===== src/shared/jtt_defines.vh =====
// Constants for the boundary-scan test access port.
`ifndef JTT_DEFINES_VH
`define JTT_DEFINES_VH

`define JTT_IR_W          4
`define JTT_IR_CAPTURE    4'h1
`define JTT_IR_RESET      4'h2
`define JTT_OP_EXTEST     4'h0
`define JTT_OP_SAMPLE     4'h1
`define JTT_OP_IDENT      4'h2
`define JTT_OP_RSVD       4'h3
`define JTT_OP_PROG_LO    4'h4
`define JTT_OP_PROG_HI    4'h7
`define JTT_OP_CLAMP      4'h8
`define JTT_OP_HIGHZ      4'h9
`define JTT_TLR_COUNT     3'h5
`define JTT_ID_W          32
`define JTT_ID_VER_MSB    31
`define JTT_ID_VER_LSB    28
`define JTT_ID_PART_MSB   27
`define JTT_ID_PART_LSB   12
`define JTT_ID_MFR_MSB    11
`define JTT_ID_MFR_LSB    1
`define JTT_ID_MARK       1'h1

`endif


===== src/verilog/jtt_tap.v =====
// Boundary-scan test access port: TAP controller, instruction and data regs.
//
// Overview of operation
// - Five rising test clocks with mode select high reach Test-Logic-Reset.
// - State changes on rising test clock, steered by sampled mode select.
// - Test-Logic-Reset disables all test logic; chip runs normally.
// - Run-Test-Idle does nothing unless the instruction asks for action.
// - Select-IR-Scan goes to the instruction path or back to reset.
// - Capture-IR loads a fixed pattern whose two low bits are 01.
// - Shift-IR moves instruction bits from serial input to serial output.
// - Pause-IR holds the partly shifted instruction for later resumption.
// - Update-IR latches the instruction on the falling test clock edge.
// - Capture-DR loads the data register picked by the instruction.
// - Data-path states mirror the instruction path on the selected register.
// - Instruction is four cells; cells nearest output are least significant.
// - Bypass, boundary and identity registers share serial input and output.
// - Bypass is one stage loading zero in Capture-DR when selected.
// - Shifting bypass never affects functional operation.
// - Boundary register captures and drives the device ports serially.
// - Identity register is read-only, 32 bits, chosen by identify opcode.
// - Identity: version 31..28, part 27..12, maker 11..1, bit 0 one.
// - Opcodes: 0 extest, 1 sample, 2 ident, 3 rsvd, 4-7 prog, 8 clamp, 9 hiz.
`timescale 1ns/1ns
`include "jtt_defines.vh"

module jtt_tap
#(
	parameter        BSR_W   = 8,
	parameter [3:0]  VERSION = 4'h0,     // Arbitrary value.
	parameter [15:0] PART    = 16'h0000, // Arbitrary value.
	parameter [10:0] MAKER   = 11'h000   // Arbitrary value.
)
(
	input  wire             clock,
	input  wire             arst_n,
	input  wire             testClk,
	input  wire             modeSel,
	input  wire             testIn,
	input  wire             testRst_n,
	input  wire [BSR_W-1:0] pinIn,
	input  wire [BSR_W-1:0] coreOut,
	output reg              testOut,
	output reg              testOutEn,
	output reg  [BSR_W-1:0] pinOut,
	output reg              pinDriveOff,
	output reg              testMode,
	output reg  [3:0]       curInstr,
	output reg  [3:0]       tapState
);

	localparam [15:0] S_TLR  = 16'h0001;
	localparam [15:0] S_RTI  = 16'h0002;
	localparam [15:0] S_SDR  = 16'h0004;
	localparam [15:0] S_CDR  = 16'h0008;
	localparam [15:0] S_SHDR = 16'h0010;
	localparam [15:0] S_E1DR = 16'h0020;
	localparam [15:0] S_PDR  = 16'h0040;
	localparam [15:0] S_E2DR = 16'h0080;
	localparam [15:0] S_UDR  = 16'h0100;
	localparam [15:0] S_SIR  = 16'h0200;
	localparam [15:0] S_CIR  = 16'h0400;
	localparam [15:0] S_SHIR = 16'h0800;
	localparam [15:0] S_E1IR = 16'h1000;
	localparam [15:0] S_PIR  = 16'h2000;
	localparam [15:0] S_E2IR = 16'h4000;
	localparam [15:0] S_UIR  = 16'h8000;

	localparam [1:0] SEL_BYP = 2'h0;
	localparam [1:0] SEL_BSR = 2'h1;
	localparam [1:0] SEL_ID  = 2'h2;

	// Encodes the one-hot state as a 4-bit index for the status output.
	function [3:0] stateIndex;
		input [15:0] s;
		begin
			case (s)
				S_TLR:   stateIndex = 4'h0;
				S_RTI:   stateIndex = 4'h1;
				S_SDR:   stateIndex = 4'h2;
				S_CDR:   stateIndex = 4'h3;
				S_SHDR:  stateIndex = 4'h4;
				S_E1DR:  stateIndex = 4'h5;
				S_PDR:   stateIndex = 4'h6;
				S_E2DR:  stateIndex = 4'h7;
				S_UDR:   stateIndex = 4'h8;
				S_SIR:   stateIndex = 4'h9;
				S_CIR:   stateIndex = 4'hA;
				S_SHIR:  stateIndex = 4'hB;
				S_E1IR:  stateIndex = 4'hC;
				S_PIR:   stateIndex = 4'hD;
				S_E2IR:  stateIndex = 4'hE;
				S_UIR:   stateIndex = 4'hF;
				default: stateIndex = 4'h0;
			endcase
		end
	endfunction

	// Picks the data register that an instruction places in the path.
	// Reserved and programming codes fall back to bypass here.
	function [1:0] selectReg;
		input [3:0] op;
		begin
			if (op == `JTT_OP_EXTEST || op == `JTT_OP_SAMPLE)
				selectReg = SEL_BSR;
			else if (op == `JTT_OP_IDENT)
				selectReg = SEL_ID;
			else
				selectReg = SEL_BYP;
		end
	endfunction

	// Bit 0 is fixed at one so a controller can tell this word from bypass.
	wire [31:0] idWord;
	assign idWord = {VERSION, PART, MAKER, `JTT_ID_MARK};

	// Pin inputs pass two flip-flops; stage one feeds only stage two.
	reg  [2:0]       syncA;
	reg  [2:0]       syncB;
	reg              clkPrev;
	reg              rstA;
	reg              rstB;
	reg  [15:0]      state;
	reg  [15:0]      next_state;
	reg  [3:0]       irShift;
	reg  [31:0]      drShift;
	reg  [BSR_W-1:0] bsrHold;
	reg  [1:0]       drSel;
	reg  [2:0]       highCount;
	reg  [BSR_W-1:0] pinA;
	reg  [BSR_W-1:0] pinB;

	wire tckRise = syncB[0] & ~clkPrev;
	wire tckFall = ~syncB[0] & clkPrev;
	wire tmsS    = syncB[1];
	wire tdiS    = syncB[2];
	wire trstLow = ~rstB;

	// One-hot state taps used by the register and output logic.
	wire inCapIr;
	wire inShIr;
	wire inUpIr;
	wire inCapDr;
	wire inShDr;
	wire inUpDr;
	assign inCapIr = (state == S_CIR);
	assign inShIr  = (state == S_SHIR);
	assign inUpIr  = (state == S_UIR);
	assign inCapDr = (state == S_CDR);
	assign inShDr  = (state == S_SHDR);
	assign inUpDr  = (state == S_UDR);

	// Instruction decode shared by the capture and pin control paths.
	wire isExtest;
	wire isClamp;
	wire isHighz;
	assign isExtest = (curInstr == `JTT_OP_EXTEST);
	assign isClamp  = (curInstr == `JTT_OP_CLAMP);
	assign isHighz  = (curInstr == `JTT_OP_HIGHZ);

	always @(posedge clock or negedge arst_n)
	begin
		if (!arst_n)
		begin
			syncA   <= 3'h0;
			syncB   <= 3'h0;
			clkPrev <= 1'b0;
			rstA    <= 1'b0;
			rstB    <= 1'b0;
			pinA    <= {BSR_W{1'b0}};
			pinB    <= {BSR_W{1'b0}};
		end
		else
		begin
			syncA   <= {testIn, modeSel, testClk};
			syncB   <= syncA;
			clkPrev <= syncB[0];
			rstA    <= testRst_n;
			rstB    <= rstA;
			pinA    <= pinIn;
			pinB    <= pinA;
		end
	end

	// Standard sixteen-state walk; every state is left on high mode select
	// towards Test-Logic-Reset within five rising edges.
	always @*
	begin
		next_state = S_TLR;
		case (state)
			S_TLR:  next_state = tmsS ? S_TLR  : S_RTI;
			S_RTI:  next_state = tmsS ? S_SDR  : S_RTI;
			S_SDR:  next_state = tmsS ? S_SIR  : S_CDR;
			S_CDR:  next_state = tmsS ? S_E1DR : S_SHDR;
			S_SHDR: next_state = tmsS ? S_E1DR : S_SHDR;
			S_E1DR: next_state = tmsS ? S_UDR  : S_PDR;
			S_PDR:  next_state = tmsS ? S_E2DR : S_PDR;
			S_E2DR: next_state = tmsS ? S_UDR  : S_SHDR;
			S_UDR:  next_state = tmsS ? S_SDR  : S_RTI;
			S_SIR:  next_state = tmsS ? S_TLR  : S_CIR;
			S_CIR:  next_state = tmsS ? S_E1IR : S_SHIR;
			S_SHIR: next_state = tmsS ? S_E1IR : S_SHIR;
			S_E1IR: next_state = tmsS ? S_UIR  : S_PIR;
			S_PIR:  next_state = tmsS ? S_E2IR : S_PIR;
			S_E2IR: next_state = tmsS ? S_UIR  : S_SHIR;
			S_UIR:  next_state = tmsS ? S_SDR  : S_RTI;
			default: next_state = S_TLR;
		endcase
	end

	always @(posedge clock or negedge arst_n)
	begin
		if (!arst_n)
			state <= S_TLR;
		else if (trstLow)
			state <= S_TLR;
		else if (tckRise)
		begin
			// Guard against any stray state: five highs always reset.
			if (tmsS && highCount == `JTT_TLR_COUNT - 3'h1)
				state <= S_TLR;
			else
				state <= next_state;
		end
	end

	// Counts consecutive rising test clocks with mode select high.
	// It saturates at five so a long run of highs cannot wrap.
	always @(posedge clock or negedge arst_n)
	begin
		if (!arst_n)
			highCount <= 3'h0;
		else if (trstLow)
			highCount <= 3'h0;
		else if (tckRise)
		begin
			if (!tmsS)
				highCount <= 3'h0;
			else if (highCount != `JTT_TLR_COUNT)
				highCount <= highCount + 3'h1;
		end
	end

	// Shift stages act on rising edges; Pause and Exit states hold them.
	always @(posedge clock or negedge arst_n)
	begin
		if (!arst_n)
		begin
			irShift <= `JTT_IR_RESET;
			drShift <= 32'h0000_0000;
		end
		else if (tckRise && !trstLow)
		begin
			if (inCapIr)
				irShift <= `JTT_IR_CAPTURE;
			else if (inShIr)
				irShift <= {tdiS, irShift[3:1]};
			// Boundary capture takes the pins under extest, else the core.
			if (inCapDr)
			begin
				case (drSel)
					SEL_ID:  drShift <= idWord;
					SEL_BSR: drShift <= {{(32-BSR_W){1'b0}},
						isExtest ? pinB : coreOut};
					default: drShift <= 32'h0000_0000;
				endcase
			end
			else if (inShDr)
			begin
				case (drSel)
					SEL_ID:  drShift <= {tdiS, drShift[31:1]};
					SEL_BSR: drShift[BSR_W-1:0] <=
						{tdiS, drShift[BSR_W-1:1]};
					default: drShift[0] <= tdiS;
				endcase
			end
		end
	end

	// Latches and serial output move on the falling test clock edge.
	always @(posedge clock or negedge arst_n)
	begin
		if (!arst_n)
		begin
			curInstr  <= `JTT_IR_RESET;
			drSel     <= SEL_ID;
			bsrHold   <= {BSR_W{1'b0}};
			testOut   <= 1'b0;
			testOutEn <= 1'b0;
		end
		else if (trstLow || state == S_TLR)
		begin
			// Identify is restored so the identity word reads first.
			curInstr  <= `JTT_IR_RESET;
			drSel     <= SEL_ID;
			testOut   <= 1'b0;
			testOutEn <= 1'b0;
		end
		else if (tckFall)
		begin
			if (inUpIr)
			begin
				curInstr <= irShift;
				drSel    <= selectReg(irShift);
			end
			if (inUpDr && drSel == SEL_BSR)
				bsrHold <= drShift[BSR_W-1:0];
			testOutEn <= inShIr || inShDr;
			testOut   <= inShIr ? irShift[0] : drShift[0];
		end
	end

	// Functional pins see test data only under extest or clamp; the RTI
	// state needs no action for any opcode here, so it stays idle.
	// High impedance only raises a flag; the pad owner must honour it.
	always @(posedge clock or negedge arst_n)
	begin
		if (!arst_n)
		begin
			pinOut      <= {BSR_W{1'b0}};
			pinDriveOff <= 1'b0;
			testMode    <= 1'b0;
		end
		else
		begin
			testMode    <= isExtest || isClamp || isHighz;
			pinOut      <= (isExtest || isClamp) ? bsrHold : coreOut;
			pinDriveOff <= isHighz;
		end
	end

	// The status index trails the state register by one clock.
	always @(posedge clock or negedge arst_n)
	begin
		if (!arst_n)
			tapState <= 4'h0;
		else
			tapState <= stateIndex(state);
	end

endmodule


===== config.mk =====
export PLATFORM = sky130hd
export DESIGN_NAME = jtt_tap
export DESIGN_NICKNAME = d
export VERILOG_FILES = /design/src/verilog/jtt_tap.v
export VERILOG_INCLUDE_DIRS = /design/src /design/src/shared
export SDC_FILE = /design/constraint.sdc
export NUM_CORES = 1
export LEC_CHECK = 0
export ABC_AREA = 1
export ABC_CLOCK_PERIOD_IN_PS = 3300
export CORE_MARGIN = 1
export CORE_UTILIZATION = 60
export DETAILED_ROUTE_END_ITERATION = 10
export DONT_BUFFER_PORTS = 1
export PLACE_DENSITY_LB_ADDON = 0.15
export SYNTH_ARGS = -nofsm -noshare
export SYNTH_HDL_FRONTEND = slang
export SYNTH_SLANG_ARGS = --single-unit

===== constraint.sdc =====
create_clock -name clock -period 3.3 [get_ports clock]
set_input_delay 0.66 -clock clock [delete_from_list [all_inputs] [get_ports clock]]
set_output_delay 0.66 -clock clock [all_outputs]
set_load 0.05 [all_outputs]

==> reports/qor.yml <==
routed_via_density: 5.45
seq_area_frac_synth_pct: 57.0
synth_ff_type: "dfrtp_1"
synth_edf_count: 0
ios: 42
grt_pass1_vias: 3270
synthCells: 531
die_h_um: 91.8
grt.total_usage_pct: 23.9
finalClockSkew_ns: 0.00915
path_cells: "nor2_2, nand2_2, nor2_4, nand2_4, inv_4, o211ai_4, buf_4, nand2_1, o21ai_2"
htree_levels: 3
drc: 0
routabilityCongestion: 0.921
fin_crit_sh_pct: 66.5
place_area_um2: 4890
drive_gt1_share_pct: 10.2
postSynth.asyncResetShare_pct: 100
nets: 560
num_vias: 3487
cts_root_buf: "clkbuf_8"
critPathLaunchType: "register"
die_w_um: 91.8
start_util_pct: 62.3
required_ns: 3.55
slew-limit-headroom_pct: 61.9
dp_hpwl_um: 6120
grt_overflow: 0
cts_tree: "yes"
power_density_nw_per_um2: 462
p_leak_nw: 2.54
max_stage_delay_ns: 0.42
syn_nets: 558
tns_ns: 0
whs_ns: 0.122
core_area_um2: 7770
crit_buf_inv: 2
fin_area_um2: 5120
fmax_mhz: 456
path_delay_family: "simple AND/OR/NAND/NOR gates"
peakVddDrop_mv: 0.292
io_buffers: 0
ys_ff_latch: 110
antennaDiodeCount: 0
finalHoldViolCount: 0
dp_slack_ns: 1.16
post_cts_buffers: 0
nFillCells: 603
setup_ws_ns: 1.11
final_common_cell: "nand2_1"
cp_max_fo: 48
final_cell_mix: "131 x nand2_1, 106 x dfrtp_1, 71 x inv_1, 36 x nor2_1, 34 x nand3_1"
dr.pass1.iters: 7
drv_slew: 0
worst_ep_arrival_time_ns: 2.44
setup_violations: 0
slowest_stage: "dfrtp_1"
rows: 32
yosys_warnings: 0
rsz0062_at_grt: "false"
hp-class: "input pin to asynchronous set/reset pin"
clock_sinks: 110
syn-cell-area_um2: 4840
grt_pass1_wl_um: 15700
grt_max_degree: 107
grt_antenna_before_repair: 0
status: "finished, final reports clean"
cts.path.max_buffers: 2
final.min_clock_period_ns: 2.19
numCtsBuffers: 9
area_growth_pct: 5.89
post_cts_resized: 0
cap_violations: 0
crit_path_end_kind: "register"
clk_latency_ns: 0.37
path_clk_slew_ns: 0.10
drtAntennaViolNets: 0
dieArea_um2: 8430
ys_types: 37
multi_input_area_um2: 1720
postSynthAreaPerCell_um2: 9.11
first_iter_violations: 276
worst_pin_slew_ns: 0.570
finalPower_mw: 2.37
register_area_um2: 2760
routed_wl_um: 9010
crit_type: "register to register"
routedWlPerCell_um: 14.1
path summary, 6_finish.rpt:
path | from | endpoint | slack (ns) | cells after the start
max reg2reg | state[12]$_DFFE_PN0P_ | drShift[10]$_DFFE_PN0P_ | 1.11 | 9
min | arst_n | curInstr[1]$_DFFE_PN1P_ | 0.12 | 0
max | state[12]$_DFFE_PN0P_ | drShift[10]$_DFFE_PN0P_ | 1.11 | 9
min in group clock | modeSel | syncA[1]$_DFF_PN0_ | 0.31 | 0
max in group asynchronous | arst_n | drShift[0]$_DFFE_PN0P_ | 2.69 | 1
min reg2reg | pinA[1]$_DFF_PN0_ | pinB[1]$_DFF_PN0_ | 0.36 | 0
registers in the layout, indices dropped and copies added, names as in the netlist, 8 cells and up:
name,count
pinB,8
pinOut,8
drShift,32
pinA,8
state,16
bsrHold,8
metrics by stage:
step / std cells / utilization [%]
2_1_floorplan: 531 / -
4_1_cts: 640 / 66.0
5_1_grt: 640 / 66.0
3_3_place_gp: 623 / 63.0
3_5_place_dp: 623 / 63.0
6_report: 640 / 66.0
power breakdown:
part | leakage [nW] | switching (mW) | internal [mW]
Sequential | 1.40 | 0.0525 | 1.38
Combinational | 1.03 | 0.0792 | 0.0312
Clock | 0.104 | 0.458 | 0.366
synth_stat cells, types with 4 or more instances:
cell type  count  share of area (%)
nor3_1         4               0.41
clkbuf_1       4               0.31
nand3_1       34                3.5
inv_1         71                5.5
nor2_1        36                2.8
o21ai_2        4               0.72
buf_6          5                1.2
dfstp_2        4                2.2
dfrtp_1      106                 55
ha_1           5                1.3
nand4_1        5               0.65
nand2_2        5               0.65
nor2_2         7               0.90
a21oi_1        6               0.62
o21ai_1       29                3.0
o21ai_0       26                2.7
mux2_2         7                1.6
nand2_1      131                 10
o22ai_1       17                2.2
metal layers:
layer	GRT usage, %	wire (um)	share of wire (%)
met4	9.38	140	1.6
met2	33.8	3950	44
met5	0	0	0
met1	35.7	4350	48
met3	5.64	574	6.4
what timing repair did:
| item | in CTS | in global routing |
|---|---|---|
| endpoints found under the setup margin | 0 | 0 |
| hold endpoints to repair | 106 | 0 |
| hold buffers | 1 | 0 |
final cells by class:
type | count | area share, %
clock buffers | 10 | 2.49
multi-input cells | 337 | 33.6
well taps | 102 | 2.49
inverters | 73 | 5.40
flip-flops and latches | 110 | 53.8
repair buffers | 2 | 0.684
clock inverters | 6 | 1.49
logic make-up (layout without fill, tap and decap cells):
family	after synthesis	after routing	synth area share [%]
muxes	8	8	1.84
DFF	110	110	57.0
adders and majority gates	5	5	1.29
and+or+nand+nor	236	236	22.1
AOI/OAI and AO/OA	88	88	10.4
buffers and inverters	84	91	7.39
Power figures use the tool's default switching activity.
